--- config.mk ---
export PLATFORM = sky130hd
export DESIGN_NAME = plmp_master_port
export DESIGN_NICKNAME = d
export VERILOG_FILES = /design/src/logic/plmp_pkg.sv /design/src/logic/plmp_sync3.sv /design/src/logic/plmp_master_port.sv
export VERILOG_INCLUDE_DIRS = /design/src /design/src/logic
export SDC_FILE = /design/constraint.sdc
export NUM_CORES = 1
export LEC_CHECK = 0
export BUFFER_PORTS_ARGS = -buffer_cell sky130_fd_sc_hd__buf_2
export CAP_MARGIN = 20
export CORE_MARGIN = 1.5
export CORE_UTILIZATION = 54
export CTS_CLUSTER_SIZE = 20
export DETAILED_ROUTE_END_ITERATION = 8
export GPL_TIMING_DRIVEN = 0
export PLACE_DENSITY = 0.8
export SETUP_SLACK_MARGIN = 0.2
export SYNTH_ARGS = -nofsm -noshare
export SYNTH_HDL_FRONTEND = slang
export SYNTH_SLANG_ARGS = --single-unit
--- constraint.sdc ---
create_clock -name ref_clk_i -period 3.55 [get_ports ref_clk_i]
set_input_delay 1.065 -clock ref_clk_i [delete_from_list [all_inputs] [get_ports ref_clk_i]]
set_output_delay 1.065 -clock ref_clk_i [all_outputs]
set_load 0.05 [all_outputs]
--- src/logic/plmp_regs.svh ---
// offsets, fields, reset values and timing counts of the local master port
`ifndef PLMP_REGS_SVH
`define PLMP_REGS_SVH

`define PLMP_ADDR_W          8
`define PLMP_OFS_CTRL        8'h00
`define PLMP_OFS_STATUS      8'h04
`define PLMP_CTRL_RST        32'h0000_4000

`define PLMP_CTRL_BM_EN      0
`define PLMP_CTRL_MWI_EN     1
`define PLMP_CTRL_BUS64      2
`define PLMP_CTRL_FBB_EN     3
`define PLMP_CTRL_LAT_LSB    8
`define PLMP_CTRL_LINE_LSB   16

`define PLMP_PH_ADDR         4'h1
`define PLMP_PH_BUS          4'h2
`define PLMP_PH_TERM         4'h4
`define PLMP_PH_FBB          4'h8

`define PLMP_END_NORMAL      3'h0
`define PLMP_END_TIMEOUT     3'h1
`define PLMP_END_NO_TARGET   3'h2
`define PLMP_END_TGT_ABORT   3'h3
`define PLMP_END_RETRY       3'h4
`define PLMP_END_DISCONNECT  3'h5
`define PLMP_END_GNT_ABORT   3'h6
`define PLMP_END_LOCAL       3'h7

`define PLMP_MAX_BURST       13'h1000
`define PLMP_CLAIM_WINDOW    3'h5

`endif

--- src/logic/plmp_pkg.sv ---
// types of the local master port
package plmp_pkg;
    typedef enum logic [2:0] {
        ST_IDLE,
        ST_ADDR,
        ST_DATA,
        ST_TERM,
        ST_FBB
    } plmp_state_t;
endpackage

--- src/logic/plmp_sync3.sv ---
// three-stage pin synchroniser with agreement filter
`timescale 1ns/1ns
module plmp_sync3 #(
    parameter logic RST_VAL = 1'b1
) (
    // clock and reset
    input  wire logic ref_clk_i,
    input  wire logic rst_n_i,
    // pin and result
    input  wire logic pin_i,
    output logic      level_o
);
    logic s1_r;
    logic s2_r;
    logic s3_r;
    logic level_r;

    always_ff @(posedge ref_clk_i) begin
        if (!rst_n_i) begin
            s1_r    <= RST_VAL;
            s2_r    <= RST_VAL;
            s3_r    <= RST_VAL;
            level_r <= RST_VAL;
        end else begin
            s1_r <= pin_i;
            s2_r <= s1_r;
            s3_r <= s2_r;
            if (s2_r == s3_r) begin
                level_r <= s3_r;
            end
        end
    end

    assign level_o = level_r;
endmodule

--- src/logic/plmp_master_port.sv ---
// local master side of the bus core: request, grant, pacing and termination report
//
// Behaviour
// - request low lines; grant output tells bus granted
// - phase count zero means 4096 phases
// - strobe marks each consumed or presented word
// - strobe used only with 32-bit local bus
// - direction high for read, low write
// - timer-expired output on latency timer timeout
// - one-hot phase state: address, bus, end, back-to-back
// - end cause three bits, eight ascending codes
// - expiry on final phase: timeout, normal cause
// - expiry before final phase: timeout cause
// - unclaimed transaction reports no target code
// - narrow request loads counter with phase count
// - wide request: count, or doubled if unconfirmed
// - write-invalidate flags expiry only at line boundaries, never ends on it
// - read strobe only when data bus valid
`timescale 1ns/1ns
`include "plmp_regs.svh"
module plmp_master_port (
    // clock and reset
    input  wire logic                     ref_clk_i,
    input  wire logic                     rst_n_i,
    // register port
    input  wire logic [`PLMP_ADDR_W-1:0]  reg_addr_i,
    input  wire logic [31:0]              reg_wdata_i,
    input  wire logic                     reg_wr_i,
    input  wire logic                     reg_rd_i,
    output logic [31:0]                   reg_rdata_o,
    // bus side
    input  wire logic                     pci_gnt_n_i,
    output logic                          pci_req_n_o,
    input  wire logic                     tgt_claim_i,
    input  wire logic                     tgt_ready_i,
    input  wire logic                     tgt_ack64_i,
    input  wire logic                     tgt_abort_i,
    input  wire logic                     tgt_retry_i,
    input  wire logic                     tgt_disconnect_i,
    // local master requests
    input  wire logic                     narrow_request_n_i,
    input  wire logic                     wide_request_n_i,
    input  wire logic                     master_read_i,
    input  wire logic                     master_mwi_i,
    input  wire logic [11:0]              master_phase_count_i,
    input  wire logic                     master_side_ready_n_i,
    input  wire logic                     master_cancel_n_i,
    // local master status
    output logic                          local_grant_n_o,
    output logic                          wide_transfer_ack_n_o,
    output logic                          master_xfer_strobe_n_o,
    output logic                          master_direction_o,
    output logic                          master_timer_expired_n_o,
    output logic [3:0]                    master_phase_state_o,
    output logic [2:0]                    master_end_cause_o,
    output logic [12:0]                   remaining_phase_counter_o
);
    plmp_pkg::plmp_state_t state_r;
    plmp_pkg::plmp_state_t state_nxt;

    logic        gnt_n_s;
    logic [31:0] ctrl_r;
    logic [31:0] rdata_r;
    logic        pci_req_n_r;
    logic        lgnt_n_r;
    logic        dir_r;
    logic        mwi_r;
    logic        wide_r;
    logic        ack64_r;
    logic        claimed_r;
    logic [2:0]  claim_cnt_r;
    logic [7:0]  lat_r;
    logic [7:0]  line_pos_r;
    logic        tmo_r;
    logic        cancel_pend_r;
    logic [2:0]  cause_r;
    logic [12:0] cnt_r;
    logic [12:0] cnt_nxt;
    logic [2:0]  cause_nxt;
    logic        end_now;

    // bus pin crosses into this clock
    plmp_sync3 #(
        .RST_VAL (1'b1)
    ) u_gnt_sync (
        .ref_clk_i (ref_clk_i),
        .rst_n_i   (rst_n_i),
        .pin_i     (pci_gnt_n_i),
        .level_o   (gnt_n_s)
    );

    // control fields
    wire       bm_en    = ctrl_r[`PLMP_CTRL_BM_EN];
    wire       mwi_en   = ctrl_r[`PLMP_CTRL_MWI_EN];
    wire       bus64    = ctrl_r[`PLMP_CTRL_BUS64];
    wire       fbb_en   = ctrl_r[`PLMP_CTRL_FBB_EN];
    wire [7:0] lat_init = ctrl_r[`PLMP_CTRL_LAT_LSB +: 8];
    wire [7:0] line_sz  = ctrl_r[`PLMP_CTRL_LINE_LSB +: 8];

    // request decode
    wire narrow_req = !narrow_request_n_i;
    wire wide_req   = !wide_request_n_i;
    wire req_any    = narrow_req || wide_req;
    wire granted    = !gnt_n_s;

    wire [12:0] len_ext = (master_phase_count_i == 12'h000) ?
                          `PLMP_MAX_BURST : {1'b0, master_phase_count_i};

    // data phase handshake
    wire in_data   = (state_r == plmp_pkg::ST_DATA);
    wire xfer      = in_data && claimed_r && tgt_ready_i && !master_side_ready_n_i;
    wire last_ph   = (cnt_r == 13'h0001);
    wire expired   = (lat_r == 8'h00);
    wire tmo_cond  = expired && gnt_n_s;
    wire line_end  = (line_sz == 8'h00) || (line_pos_r == line_sz - 8'h01);
    wire mwi_cur   = mwi_r && mwi_en;
    wire cancel    = !master_cancel_n_i || cancel_pend_r;
    wire new_claim = in_data && !claimed_r && tgt_claim_i;
    wire no_target = in_data && !claimed_r && !tgt_claim_i &&
                     (claim_cnt_r == `PLMP_CLAIM_WINDOW - 3'h1);

    // termination decision, highest priority first
    always_comb begin
        end_now   = 1'b0;
        cause_nxt = cause_r;
        if (in_data) begin
            if (claimed_r && tgt_abort_i) begin
                end_now   = 1'b1;
                cause_nxt = `PLMP_END_TGT_ABORT;
            end else if (claimed_r && tgt_retry_i) begin
                end_now   = 1'b1;
                cause_nxt = `PLMP_END_RETRY;
            end else if (no_target) begin
                end_now   = 1'b1;
                cause_nxt = `PLMP_END_NO_TARGET;
            end else if (xfer && last_ph) begin
                end_now   = 1'b1;
                cause_nxt = `PLMP_END_NORMAL;
            end else if (claimed_r && tgt_disconnect_i) begin
                end_now   = 1'b1;
                cause_nxt = `PLMP_END_DISCONNECT;
            end else if (cancel && (!mwi_cur || (xfer && line_end))) begin
                end_now   = 1'b1;
                cause_nxt = `PLMP_END_LOCAL;
            end else if (tmo_cond && !mwi_cur) begin
                end_now   = 1'b1;
                cause_nxt = `PLMP_END_TIMEOUT;
            end
        end else if (state_r == plmp_pkg::ST_ADDR && gnt_n_s) begin
            end_now   = 1'b1;
            cause_nxt = `PLMP_END_GNT_ABORT;
        end
    end

    // phase sequencer
    always_comb begin
        state_nxt = state_r;
        case (state_r)
            plmp_pkg::ST_IDLE: begin
                if (req_any && bm_en && granted) begin
                    state_nxt = plmp_pkg::ST_ADDR;
                end
            end
            plmp_pkg::ST_ADDR: begin
                state_nxt = end_now ? plmp_pkg::ST_TERM : plmp_pkg::ST_DATA;
            end
            plmp_pkg::ST_DATA: begin
                if (end_now) begin
                    state_nxt = plmp_pkg::ST_TERM;
                end
            end
            plmp_pkg::ST_TERM: begin
                if (fbb_en && bm_en && req_any && granted) begin
                    state_nxt = plmp_pkg::ST_FBB;
                end else begin
                    state_nxt = plmp_pkg::ST_IDLE;
                end
            end
            plmp_pkg::ST_FBB: begin
                state_nxt = plmp_pkg::ST_ADDR;
            end
            default: begin
                state_nxt = plmp_pkg::ST_IDLE;
            end
        endcase
    end

    // remaining-phase counter
    always_comb begin
        cnt_nxt = cnt_r;
        if (state_r == plmp_pkg::ST_ADDR) begin
            cnt_nxt = len_ext;
        end else if (new_claim && wide_r && !tgt_ack64_i) begin
            cnt_nxt = {cnt_r[11:0], 1'b0};
        end else if (xfer) begin
            cnt_nxt = cnt_r - 13'h0001;
        end
    end

    always_ff @(posedge ref_clk_i) begin
        if (!rst_n_i) begin
            state_r <= plmp_pkg::ST_IDLE;
            cnt_r   <= 13'h0000;
            cause_r <= `PLMP_END_NORMAL;
        end else begin
            state_r <= state_nxt;
            cnt_r   <= cnt_nxt;
            if (end_now) begin
                cause_r <= cause_nxt;
            end
        end
    end

    // transaction attributes, captured when the address phase starts
    always_ff @(posedge ref_clk_i) begin
        if (!rst_n_i) begin
            dir_r  <= 1'b0;
            mwi_r  <= 1'b0;
            wide_r <= 1'b0;
        end else if (state_nxt == plmp_pkg::ST_ADDR && state_r != plmp_pkg::ST_ADDR) begin
            dir_r  <= master_read_i;
            mwi_r  <= master_mwi_i && !master_read_i;
            wide_r <= wide_req;
        end
    end

    // claim tracking and 64-bit confirmation
    always_ff @(posedge ref_clk_i) begin
        if (!rst_n_i) begin
            claimed_r   <= 1'b0;
            claim_cnt_r <= 3'h0;
            ack64_r     <= 1'b0;
        end else if (state_r == plmp_pkg::ST_ADDR) begin
            claimed_r   <= 1'b0;
            claim_cnt_r <= 3'h0;
            ack64_r     <= 1'b0;
        end else if (new_claim) begin
            claimed_r <= 1'b1;
            ack64_r   <= wide_r && tgt_ack64_i;
        end else if (in_data && !claimed_r) begin
            claim_cnt_r <= claim_cnt_r + 3'h1;
        end
    end

    // latency timer, line position, timeout and deferred cancel
    always_ff @(posedge ref_clk_i) begin
        if (!rst_n_i) begin
            lat_r         <= 8'h00;
            line_pos_r    <= 8'h00;
            tmo_r         <= 1'b0;
            cancel_pend_r <= 1'b0;
        end else if (state_r == plmp_pkg::ST_ADDR) begin
            lat_r         <= lat_init;
            line_pos_r    <= 8'h00;
            tmo_r         <= 1'b0;
            cancel_pend_r <= 1'b0;
        end else if (in_data) begin
            if (!expired) begin
                lat_r <= lat_r - 8'h01;
            end
            if (xfer) begin
                line_pos_r <= line_end ? 8'h00 : line_pos_r + 8'h01;
            end
            if (tmo_cond && (!mwi_cur || (xfer && line_end))) begin
                tmo_r <= 1'b1;
            end
            if (mwi_cur && !master_cancel_n_i) begin
                cancel_pend_r <= 1'b1;
            end
        end
    end

    // bus request and local grant
    always_ff @(posedge ref_clk_i) begin
        if (!rst_n_i) begin
            pci_req_n_r <= 1'b1;
            lgnt_n_r    <= 1'b1;
        end else begin
            pci_req_n_r <= !(req_any && bm_en && state_r == plmp_pkg::ST_IDLE);
            lgnt_n_r    <= !(granted && state_nxt == plmp_pkg::ST_ADDR);
        end
    end

    // register port
    wire sel_ctrl   = (reg_addr_i == `PLMP_OFS_CTRL);
    wire sel_status = (reg_addr_i == `PLMP_OFS_STATUS);
    wire [31:0] status_word = {3'h0, cnt_r, 7'h00, ack64_r, tmo_r,
                               cause_r, master_phase_state_o};
    wire [31:0] rd_mux = sel_ctrl   ? ctrl_r :
                         sel_status ? status_word : 32'h0000_0000;

    always_ff @(posedge ref_clk_i) begin
        if (!rst_n_i) begin
            ctrl_r  <= `PLMP_CTRL_RST;
            rdata_r <= 32'h0000_0000;
        end else begin
            if (reg_wr_i && sel_ctrl) begin
                ctrl_r <= reg_wdata_i;
            end
            rdata_r <= reg_rd_i ? rd_mux : 32'h0000_0000;
        end
    end

    // phase state decode
    logic [3:0] phase_w;
    always_comb begin
        case (state_r)
            plmp_pkg::ST_ADDR: phase_w = `PLMP_PH_ADDR;
            plmp_pkg::ST_DATA: phase_w = `PLMP_PH_BUS;
            plmp_pkg::ST_TERM: phase_w = `PLMP_PH_TERM;
            plmp_pkg::ST_FBB:  phase_w = `PLMP_PH_FBB;
            default:           phase_w = `PLMP_PH_TERM;
        endcase
    end

    // outputs
    assign master_phase_state_o      = phase_w;
    assign master_xfer_strobe_n_o    = !(xfer && !bus64);
    assign master_direction_o        = dir_r;
    assign master_timer_expired_n_o  = !tmo_r;
    assign master_end_cause_o        = cause_r;
    assign remaining_phase_counter_o = cnt_r;
    assign local_grant_n_o           = lgnt_n_r;
    assign wide_transfer_ack_n_o     = !ack64_r;
    assign pci_req_n_o               = pci_req_n_r;
    assign reg_rdata_o               = rdata_r;

    // checks
    chk_strobe_narrow: assert property (@(posedge ref_clk_i) disable iff (!rst_n_i)
        !master_xfer_strobe_n_o |-> !bus64 && tgt_ready_i && !master_side_ready_n_i)
        else $error("strobe on wide bus or without both ready");
    chk_phase_onehot: assert property (@(posedge ref_clk_i) disable iff (!rst_n_i)
        $onehot(master_phase_state_o))
        else $error("phase state not one-hot");
    chk_zero_len: assert property (@(posedge ref_clk_i) disable iff (!rst_n_i)
        state_r == plmp_pkg::ST_ADDR && master_phase_count_i == 12'h000
        |=> remaining_phase_counter_o == 13'h1000)
        else $error("zero phase count not loaded as 4096");
    chk_dir_stable: assert property (@(posedge ref_clk_i) disable iff (!rst_n_i)
        in_data && $past(in_data) |-> $stable(master_direction_o))
        else $error("direction changed mid transaction");
    chk_count_step: assert property (@(posedge ref_clk_i) disable iff (!rst_n_i)
        xfer |=> remaining_phase_counter_o == $past(cnt_r) - 13'h0001)
        else $error("counter did not step down by one");
    chk_wide_double: assert property (@(posedge ref_clk_i) disable iff (!rst_n_i)
        new_claim && wide_r && !tgt_ack64_i
        |=> remaining_phase_counter_o == {$past(cnt_r[11:0]), 1'b0})
        else $error("unconfirmed wide request not doubled");
    chk_no_target: assert property (@(posedge ref_clk_i) disable iff (!rst_n_i)
        no_target |=> master_end_cause_o == 3'h2 && master_phase_state_o == 4'h4)
        else $error("unclaimed transaction not reported");
    chk_timeout_cause: assert property (@(posedge ref_clk_i) disable iff (!rst_n_i)
        end_now && cause_nxt == 3'h1 |=> !master_timer_expired_n_o
        && master_phase_state_o == 4'h4)
        else $error("timeout end without timeout flag");
    chk_grant_out: assert property (@(posedge ref_clk_i) disable iff (!rst_n_i)
        !local_grant_n_o |-> master_phase_state_o == 4'h1 && $past(granted))
        else $error("local grant without bus grant");
endmodule

# After elaboration in Yosys (flattened, before gate mapping)
# Cells that the tools add are included.
[totals]
input_bits = 69
regBits = 115
latchBits = 0
rom_bits = 0
mem_bits_rw = 0
memories = 0
output_inout_bits = 58
wordCells = 144
[classes]
order_cmp = 0
n_addsub = 5
bitwise = 2
n_mul = 0
n_reduce_logical = 69
muxes = 34
n_eq_ne = 13
shifts = 0
n_div = 0
[ops]
columns = ["operator", "n"]
rows = [
  ["13-bit 2-to-1 mux", 4],
  ["3-bit 2-to-1 mux", 12],
  ["1-bit logical AND", 33],
  ["32-bit 2-to-1 mux", 1],
  ["8-bit 2-to-1 mux", 4],
  ["29-bit 2-to-1 mux", 1],
  ["8-bit logical NOT", 3],
  ["1-bit logical NOT", 16],
  ["8-bit by 1-bit subtractor with 8-bit output (second input constant)", 2],
  ["3-bit case mux with 5 select lines", 1],
  ["13-bit by 1-bit equality test with 1-bit output (second input constant)", 1],
  ["13-bit by 1-bit subtractor with 13-bit output (second input constant)", 1],
  ["12-bit logical NOT", 1],
  ["4-bit case mux with 3 select lines", 1],
  ["2-bit AND reduction", 6],
  ["1-bit 2-to-1 mux", 10],
  ["8-bit by 1-bit adder with 8-bit output (second input constant)", 1],
  ["8-bit by 3-bit equality test with 1-bit output (second input constant)", 1],
  ["8-bit equality test", 1],
  ["8-bit by 1-bit != test with 1-bit output (second input constant)", 1],
  ["3-bit by 1-bit equality test with 1-bit output (second input constant)", 2],
  ["3-bit by 2-bit equality test with 1-bit output (second input constant)", 2],
  ["3-bit equality test (second input constant)", 2],
  ["1-bit logical OR", 4],
  ["10 further kinds", 12],
]

# Logic depth before layout (Yosys ltp)
[depth]
ltp_word = 19
ltp_mapped = 9
ltp_nobuf = 9

# Modules after synthesis
# From an unflattened synthesis, not the netlist that was laid out.
[unflattened]
hier_cells = 628
hier_area_um2 = 5197.5
[by_module_without_submodules]
columns = ["mod", "n_inst", "seq_area_each_um2", "area_per_inst_um2", "cells_each"]
rows = [
  ["plmp_master_port", 1, 2222.1, 5084.9, 618],
  ["plmp_sync3", 1, 80.1, 112.6, 10],
]

# Worst setup path after synthesis
# Ideal clock, no wire load.
[synth_timing]
path_type = "in2out"
from = "in master_side_ready_n_i"
to = "out master_xfer_strobe_n_o"
t_arrival_ns = 1.823
path_slack_ns = 0.662
n_path_buf = 0
required_ns = 2.485
stages = 2
path_cell_list = "nand3b_1 or3_1"
[synth_between]
elab_chain_cells = 4
[synth_lines]
columns = ["element", "line_no", "rtl"]
rows = [
  ["start: declaration", "plmp_master_port.sv:46", "input wire logic master_side_ready_n_i,"],
  ["1-bit logical NOT", "plmp_master_port.sv:111", "wire xfer = in_data && claimed_r && tgt_ready_i && !master_side_ready_n_i;"],
  ["1-bit logical AND", "plmp_master_port.sv:111", ""],
  ["1-bit logical AND", "plmp_master_port.sv:318", "assign master_xfer_strobe_n_o = !(xfer && !bus64);"],
  ["1-bit logical NOT", "plmp_master_port.sv:318", ""],
  ["end: declaration", "plmp_master_port.sv:51", "output logic master_xfer_strobe_n_o,"],
]
# No other way between the ends.

# Worst setup path after layout
[layout_timing]
from = "reg state_r[2]"
to = "out master_phase_state_o[0]"
[layout_between]
elab_chain_cells = 2
elab_cells_between_ends = 4
cone_classes = "3 x eq/ne; 1 x mux"
[layout_lines]
columns = ["element", "line_no", "rtl"]
rows = [
  ["start: declaration", "plmp_master_port.sv:58", "plmp_pkg::plmp_state_t state_r;"],
  ["start signal: assignment", "plmp_master_port.sv:202", "state_r <= plmp_pkg::ST_IDLE;"],
  ["start signal: assignment", "plmp_master_port.sv:206", "state_r <= state_nxt;"],
  ["3-bit equality test, or another cell as far along", "plmp_master_port.sv:307", "case (state_r)"],
  ["4-bit case mux with 3 select lines (*)", "plmp_master_port.sv:307", ""],
  ["end: declaration", "plmp_master_port.sv:54", "output logic [3:0] master_phase_state_o,"],
]
# Every way passes the cells marked *; elsewhere a longest branch is shown, timed or not.

==> summary.md <==
| Metric | Value |
|---|---|
| R2R setup slack | `approximately 850 ps` |
| Register Area | `0.00230 mm^2` |
| Logic pwr share | `0.030` |
| Hold Startpoint | `u_gnt_sync.s1_r` |
| Total setup buffers inserted after CTS | `0` |
| Clk pin slew, worst setup/hold paths | `60 ps` |
| # port buffers | `approximately 130` |
| Total met3 wirelength after detailed routing | `around 1200 um` |
| Number of design-rule violations left by the first detailed-router iteration | `359` |
| Floorplan core area | `0.00973 mm^2` |
| Cell mode on critical path | `clkbuf_4` |
| Clock power share | `0.562` |
| MaxCap Viol Count | `0` |
| Total half-perimeter wirelength after legalization and detailed placement | `between 10,000 and 15,000 um` |
| Post-layout worst setup margin | `~290 ps` |
| Asr flop ratio synth | `0` |
| Clock latency of the later-clocked register in the worst-skew pair | `between 500 and 600 ps` |
| Setup repair after global routing missed its margin | `false` |
| Relative slew slack | `0.466` |
| Starting density of the core | `0.556` |
| Syn Area/Cell | `8.56 um^2` |
| Global placement routability congestion | `about 0.9` |
| Share of the cycle needed by the critical path after routing | `0.918` |
| Remaining antenna violation count after routing | `0` |
| Antenna violations before repair | `0` |
| Layout area overhead | `26.1%` |
| Per-cell via count in the routed design | `roughly 5.7` |
| Met1 wire length | `6570 um` |
| Reg-to-reg critical path startpoint | `ctrl_r[16]` |
| Total buffers and inverters traversed by the critical path | `4` |
| Total met2 wirelength after detailed routing | `approximately 7300 um` |
| Net Switching | `about 650 uW` |
| Post-Syn Instances | `between 600 and 700` |
| Static leakage power | `between 0.002 and 0.003 uW` |
| EDFF count, synth | `0` |
| R2R Path End | `master_end_cause_o[2]` |
| Max-slew violation count | `0` |
| Routed via count | `roughly 5,200` |
| Post-synthesis register bit count | `115` |
| Level count of the clock H-tree | `4` |
| Vias in the first global route | `around 5,000` |
| YS warnings | `0` |
| Synth Net Count | `708` |
| Die span in y | `a little over 100 um` |
| Total power draw | `3170 uW` |
| Sequential share of power | `0.408` |
| Count of different cell masters after synthesis | `63` |
| Number of optimization iterations in the first detailed-route pass | `5` |
| CTS tree | `built` |
| Ys flop type | `dfxtp_1` |
| Maximum resistive drop on vdd | `~260 uV` |
| Skew final | `7.60 ps` |
| Maximum clock rate | `roughly 310 MHz` |
| Synthesized cell area | `between 0.005 and 0.006 mm^2` |
| Worst R2R Path Depth | `9` |
| Number of buffers created by CTS | `17` |
| Ant. Diodes | `0` |
| CTS root buf | `clkbuf_8` |
| Part of the Yosys area used for sequential elements | `0.426` |
| Maximum fanout along the worst path | `10` |
| Area of the die | `0.0106 mm^2` |
| Share of final-layout standard cells stronger than drive strength 1 | `0.230` |
| Run status | `complete, no violations` |
| Average wire per standard cell | `16.9 um` |
| Worst Setup SP | `state_r[2]` |
| Total power density per cell area | `between 400 and 500 mW/mm^2` |
| Global-route wire length before repair | `between 20,000 and 25,000 um` |
| Remaining routing DRC violations | `0` |
| Standard-cell row count | `36` |
| Cts-stage hold buffer count | `0` |
| Max incr delay on CP | `~370 ps` |
| Slowest cell on crit path | `dfxtp_1` |
| Bufs on Longest Clock Path | `2` |
| Worst Hold Slack | `slightly above 400 ps` |
| # clock sinks | `~120` |
| Number of hold-slack violations in the final timing report | `0` |
| Final setup violation count | `0` |
| Required time worst endpoint | `approximately 2500 ps` |
| Overflow after GRT | `0` |
| Dominant delay contributor by cell family on the critical path | `buffers and inverters` |
| Crit. End Element | `output port` |
| Cells traversed along the worst timing path | `nor2_1 -> nand2_1 -> inv_1 -> buf_2 -> clkbuf_4 -> clkbuf_4` |
| Minimum setup slack after placement | `between 300 and 400 ps` |
| Switching Share | `0.204` |
| Crit path capture | `master_phase_state_o[0]` |
| Number of top-level design ports | `between 100 and 150` |
| Fill cell instance count of the final layout | `just under 800` |
| Count of nets after finishing | `between 800 and 900` |
| Internal power consumption | `between 2000 and 3000 uW` |
| Startpoint type of the worst setup path | `register` |
| Aggregate global-route resource usage | `0.309` |
| Horizontal die dimension | `between 100 and 150 um` |
| Instance count on the critical path | `6` |
| Maximum number of pins on one net before global-route repair | `17` |
| Transition time of the tightest slew-check pin | `approximately 800 ps` |
| Highest routed layer | `met4` |
| Class of the worst hold path | `register to register` |
| Area after detailed placement | `approximately 0.0062 mm^2` |
| Routed wire length | `approximately 16,000 um` |
| Crit path DAT | `about 2200 ps` |
| Finished layout cell area | `around 0.0068 mm^2` |
| Setup total negative slack | `0 ps` |
| Critical Setup Path Class | `register to output port` |
| Area of the multi-input gates | `0.00284 mm^2` |
| Final critical path time including I/O delays and setup | `~3300 ps` |
## sequential cells by signal (all words and copies together), names as in the netlist, 3 cells and up
name,count
claim_cnt_r,3
ctrl_r,32
lat_r,8
line_pos_r,8
master_end_cause_o,3
reg_rdata_o,32
remaining_phase_counter_o,13
state_r,3
## cells by family (layout without fill, tap and decap cells)
| group | count (synthesis) | in the layout | synth area share |
|---|---|---|---|
| buf+inv | 58 | 213 | 0.0497 |
| compound gates | 138 | 138 | 0.189 |
| fa+ha+maj | 7 | 7 | 0.0162 |
| mux | 23 | 23 | 0.0426 |
| xor+xnor | 21 | 21 | 0.0340 |
| simple gates | 270 | 270 | 0.242 |
| flops | 115 | 115 | 0.426 |
## per-layer routing
layer / vias to the layer above / track usage
met3: 42 / 0.0664
met5: - / 0
met1: 2403 / 0.383
met4: 0 / 0.141
met2: 243 / 0.515
li1: 2517 / -
## per-stage QoR
stage                util  instances
floorplan               -        632
finish              0.701        920
global placement    0.637        890
detailed placement  0.637        890
global route        0.701        920
CTS                 0.700        920
## worst min path at each step
stage | end | slack [ps] | cells past startpoint
after global placement | u_gnt_sync.s2_r | 390 | 1
after global routing | u_gnt_sync.s2_r | 430 | 1
after CTS | u_gnt_sync.s2_r | 410 | 1
after floorplan | u_gnt_sync.s2_r | 390 | 1
final | u_gnt_sync.s2_r | 410 | 1
after detailed placement | u_gnt_sync.s2_r | 390 | 1
## layout make-up
type / count / share of cell area
Clock buffer: 21 / 0.0673
Tap cell: 133 / 0.0244
Buffer: 41 / 0.0308
Timing Repair Buffer: 125 / 0.0921
Sequential cell: 115 / 0.338
Multi-Input combinational cell: 459 / 0.416
Inverter: 17 / 0.00936
Clock inverter: 9 / 0.0226
## power groups by stage
stage               Combinational [uW]  Sequential, uW  Clock [uW]
finish                            95.3            1290        1780
detailed placement                93.6            1320           0
global placement                  91.8            1320           0
floorplan                         37.1            1320           0
CTS                               94.8            1290        1780
global route                       102            1290        1850
## cells in the mapped netlist, drive strengths merged, types with 2 or more instances
master | instances | area, um^2
a211oi | 9 | 72.6
a21boi | 36 | 270
a21oi | 19 | 95.1
a221oi | 3 | 26.3
a22oi | 2 | 15.0
a311oi | 2 | 17.5
a31oi | 5 | 31.3
and2 | 13 | 81.3
and3 | 3 | 20.0
and4b | 2 | 20.0
buf | 13 | 70.1
clkbuf | 28 | 135
dfxtp | 115 | 2300
ha | 7 | 87.6
inv | 17 | 63.8
mux2i | 23 | 230
nand2 | 104 | 390
nand2b | 7 | 43.8
nand3 | 17 | 85.1
nand3b | 4 | 30.0
nand4 | 6 | 37.5
nand4b | 2 | 17.5
nor2 | 60 | 225
nor2b | 7 | 43.8
nor3 | 14 | 70.1
nor3b | 2 | 15.0
nor4 | 12 | 87.6
nor4b | 2 | 17.5
o211a | 14 | 140
o211ai | 8 | 60.1
o21a | 2 | 15.0
o21ai | 17 | 85.1
o311ai | 6 | 52.6
o31a | 3 | 27.5
o31ai | 2 | 15.0
or3 | 3 | 18.8
or3b | 2 | 22.5
or4 | 6 | 48.8
xnor2 | 11 | 96.3
xor2 | 10 | 87.6
## layout by cell type (no fill, tap or decap), types with 3 or more instances in the layout
cell and count:
inv_1 17, buf_4 3, dfxtp_1 115, nor3_1 14
xor2_1 10, nand4_1 6, nand2b_1 7, o21ai_0 17
a31oi_1 5, clkbuf_8 7, a21boi_0 33, a221oi_1 3
nor2_1 60, ha_1 7, xnor2_1 11, o311ai_0 6
nand2_1 104, nor4_1 10, a21boi_1 3, clkbuf_1 25
or3_1 3, and2_1 13, buf_2 133, bufinv_16 4
o211a_1 14, clkbuf_16 16, nor2b_1 7, a21oi_1 19
nand3_1 17, o211ai_1 8, nand3b_1 4, mux2i_1 23
or4_1 5, a211oi_1 8
## what timing repair did
item	4_1_cts	5_1_grt
endpoints found under the setup margin	1	1
endpoints found under the hold margin	0	0
gates resized for setup	2	3
gates cloned	0	0
Note: power is estimated with default switching activity, not from simulation.
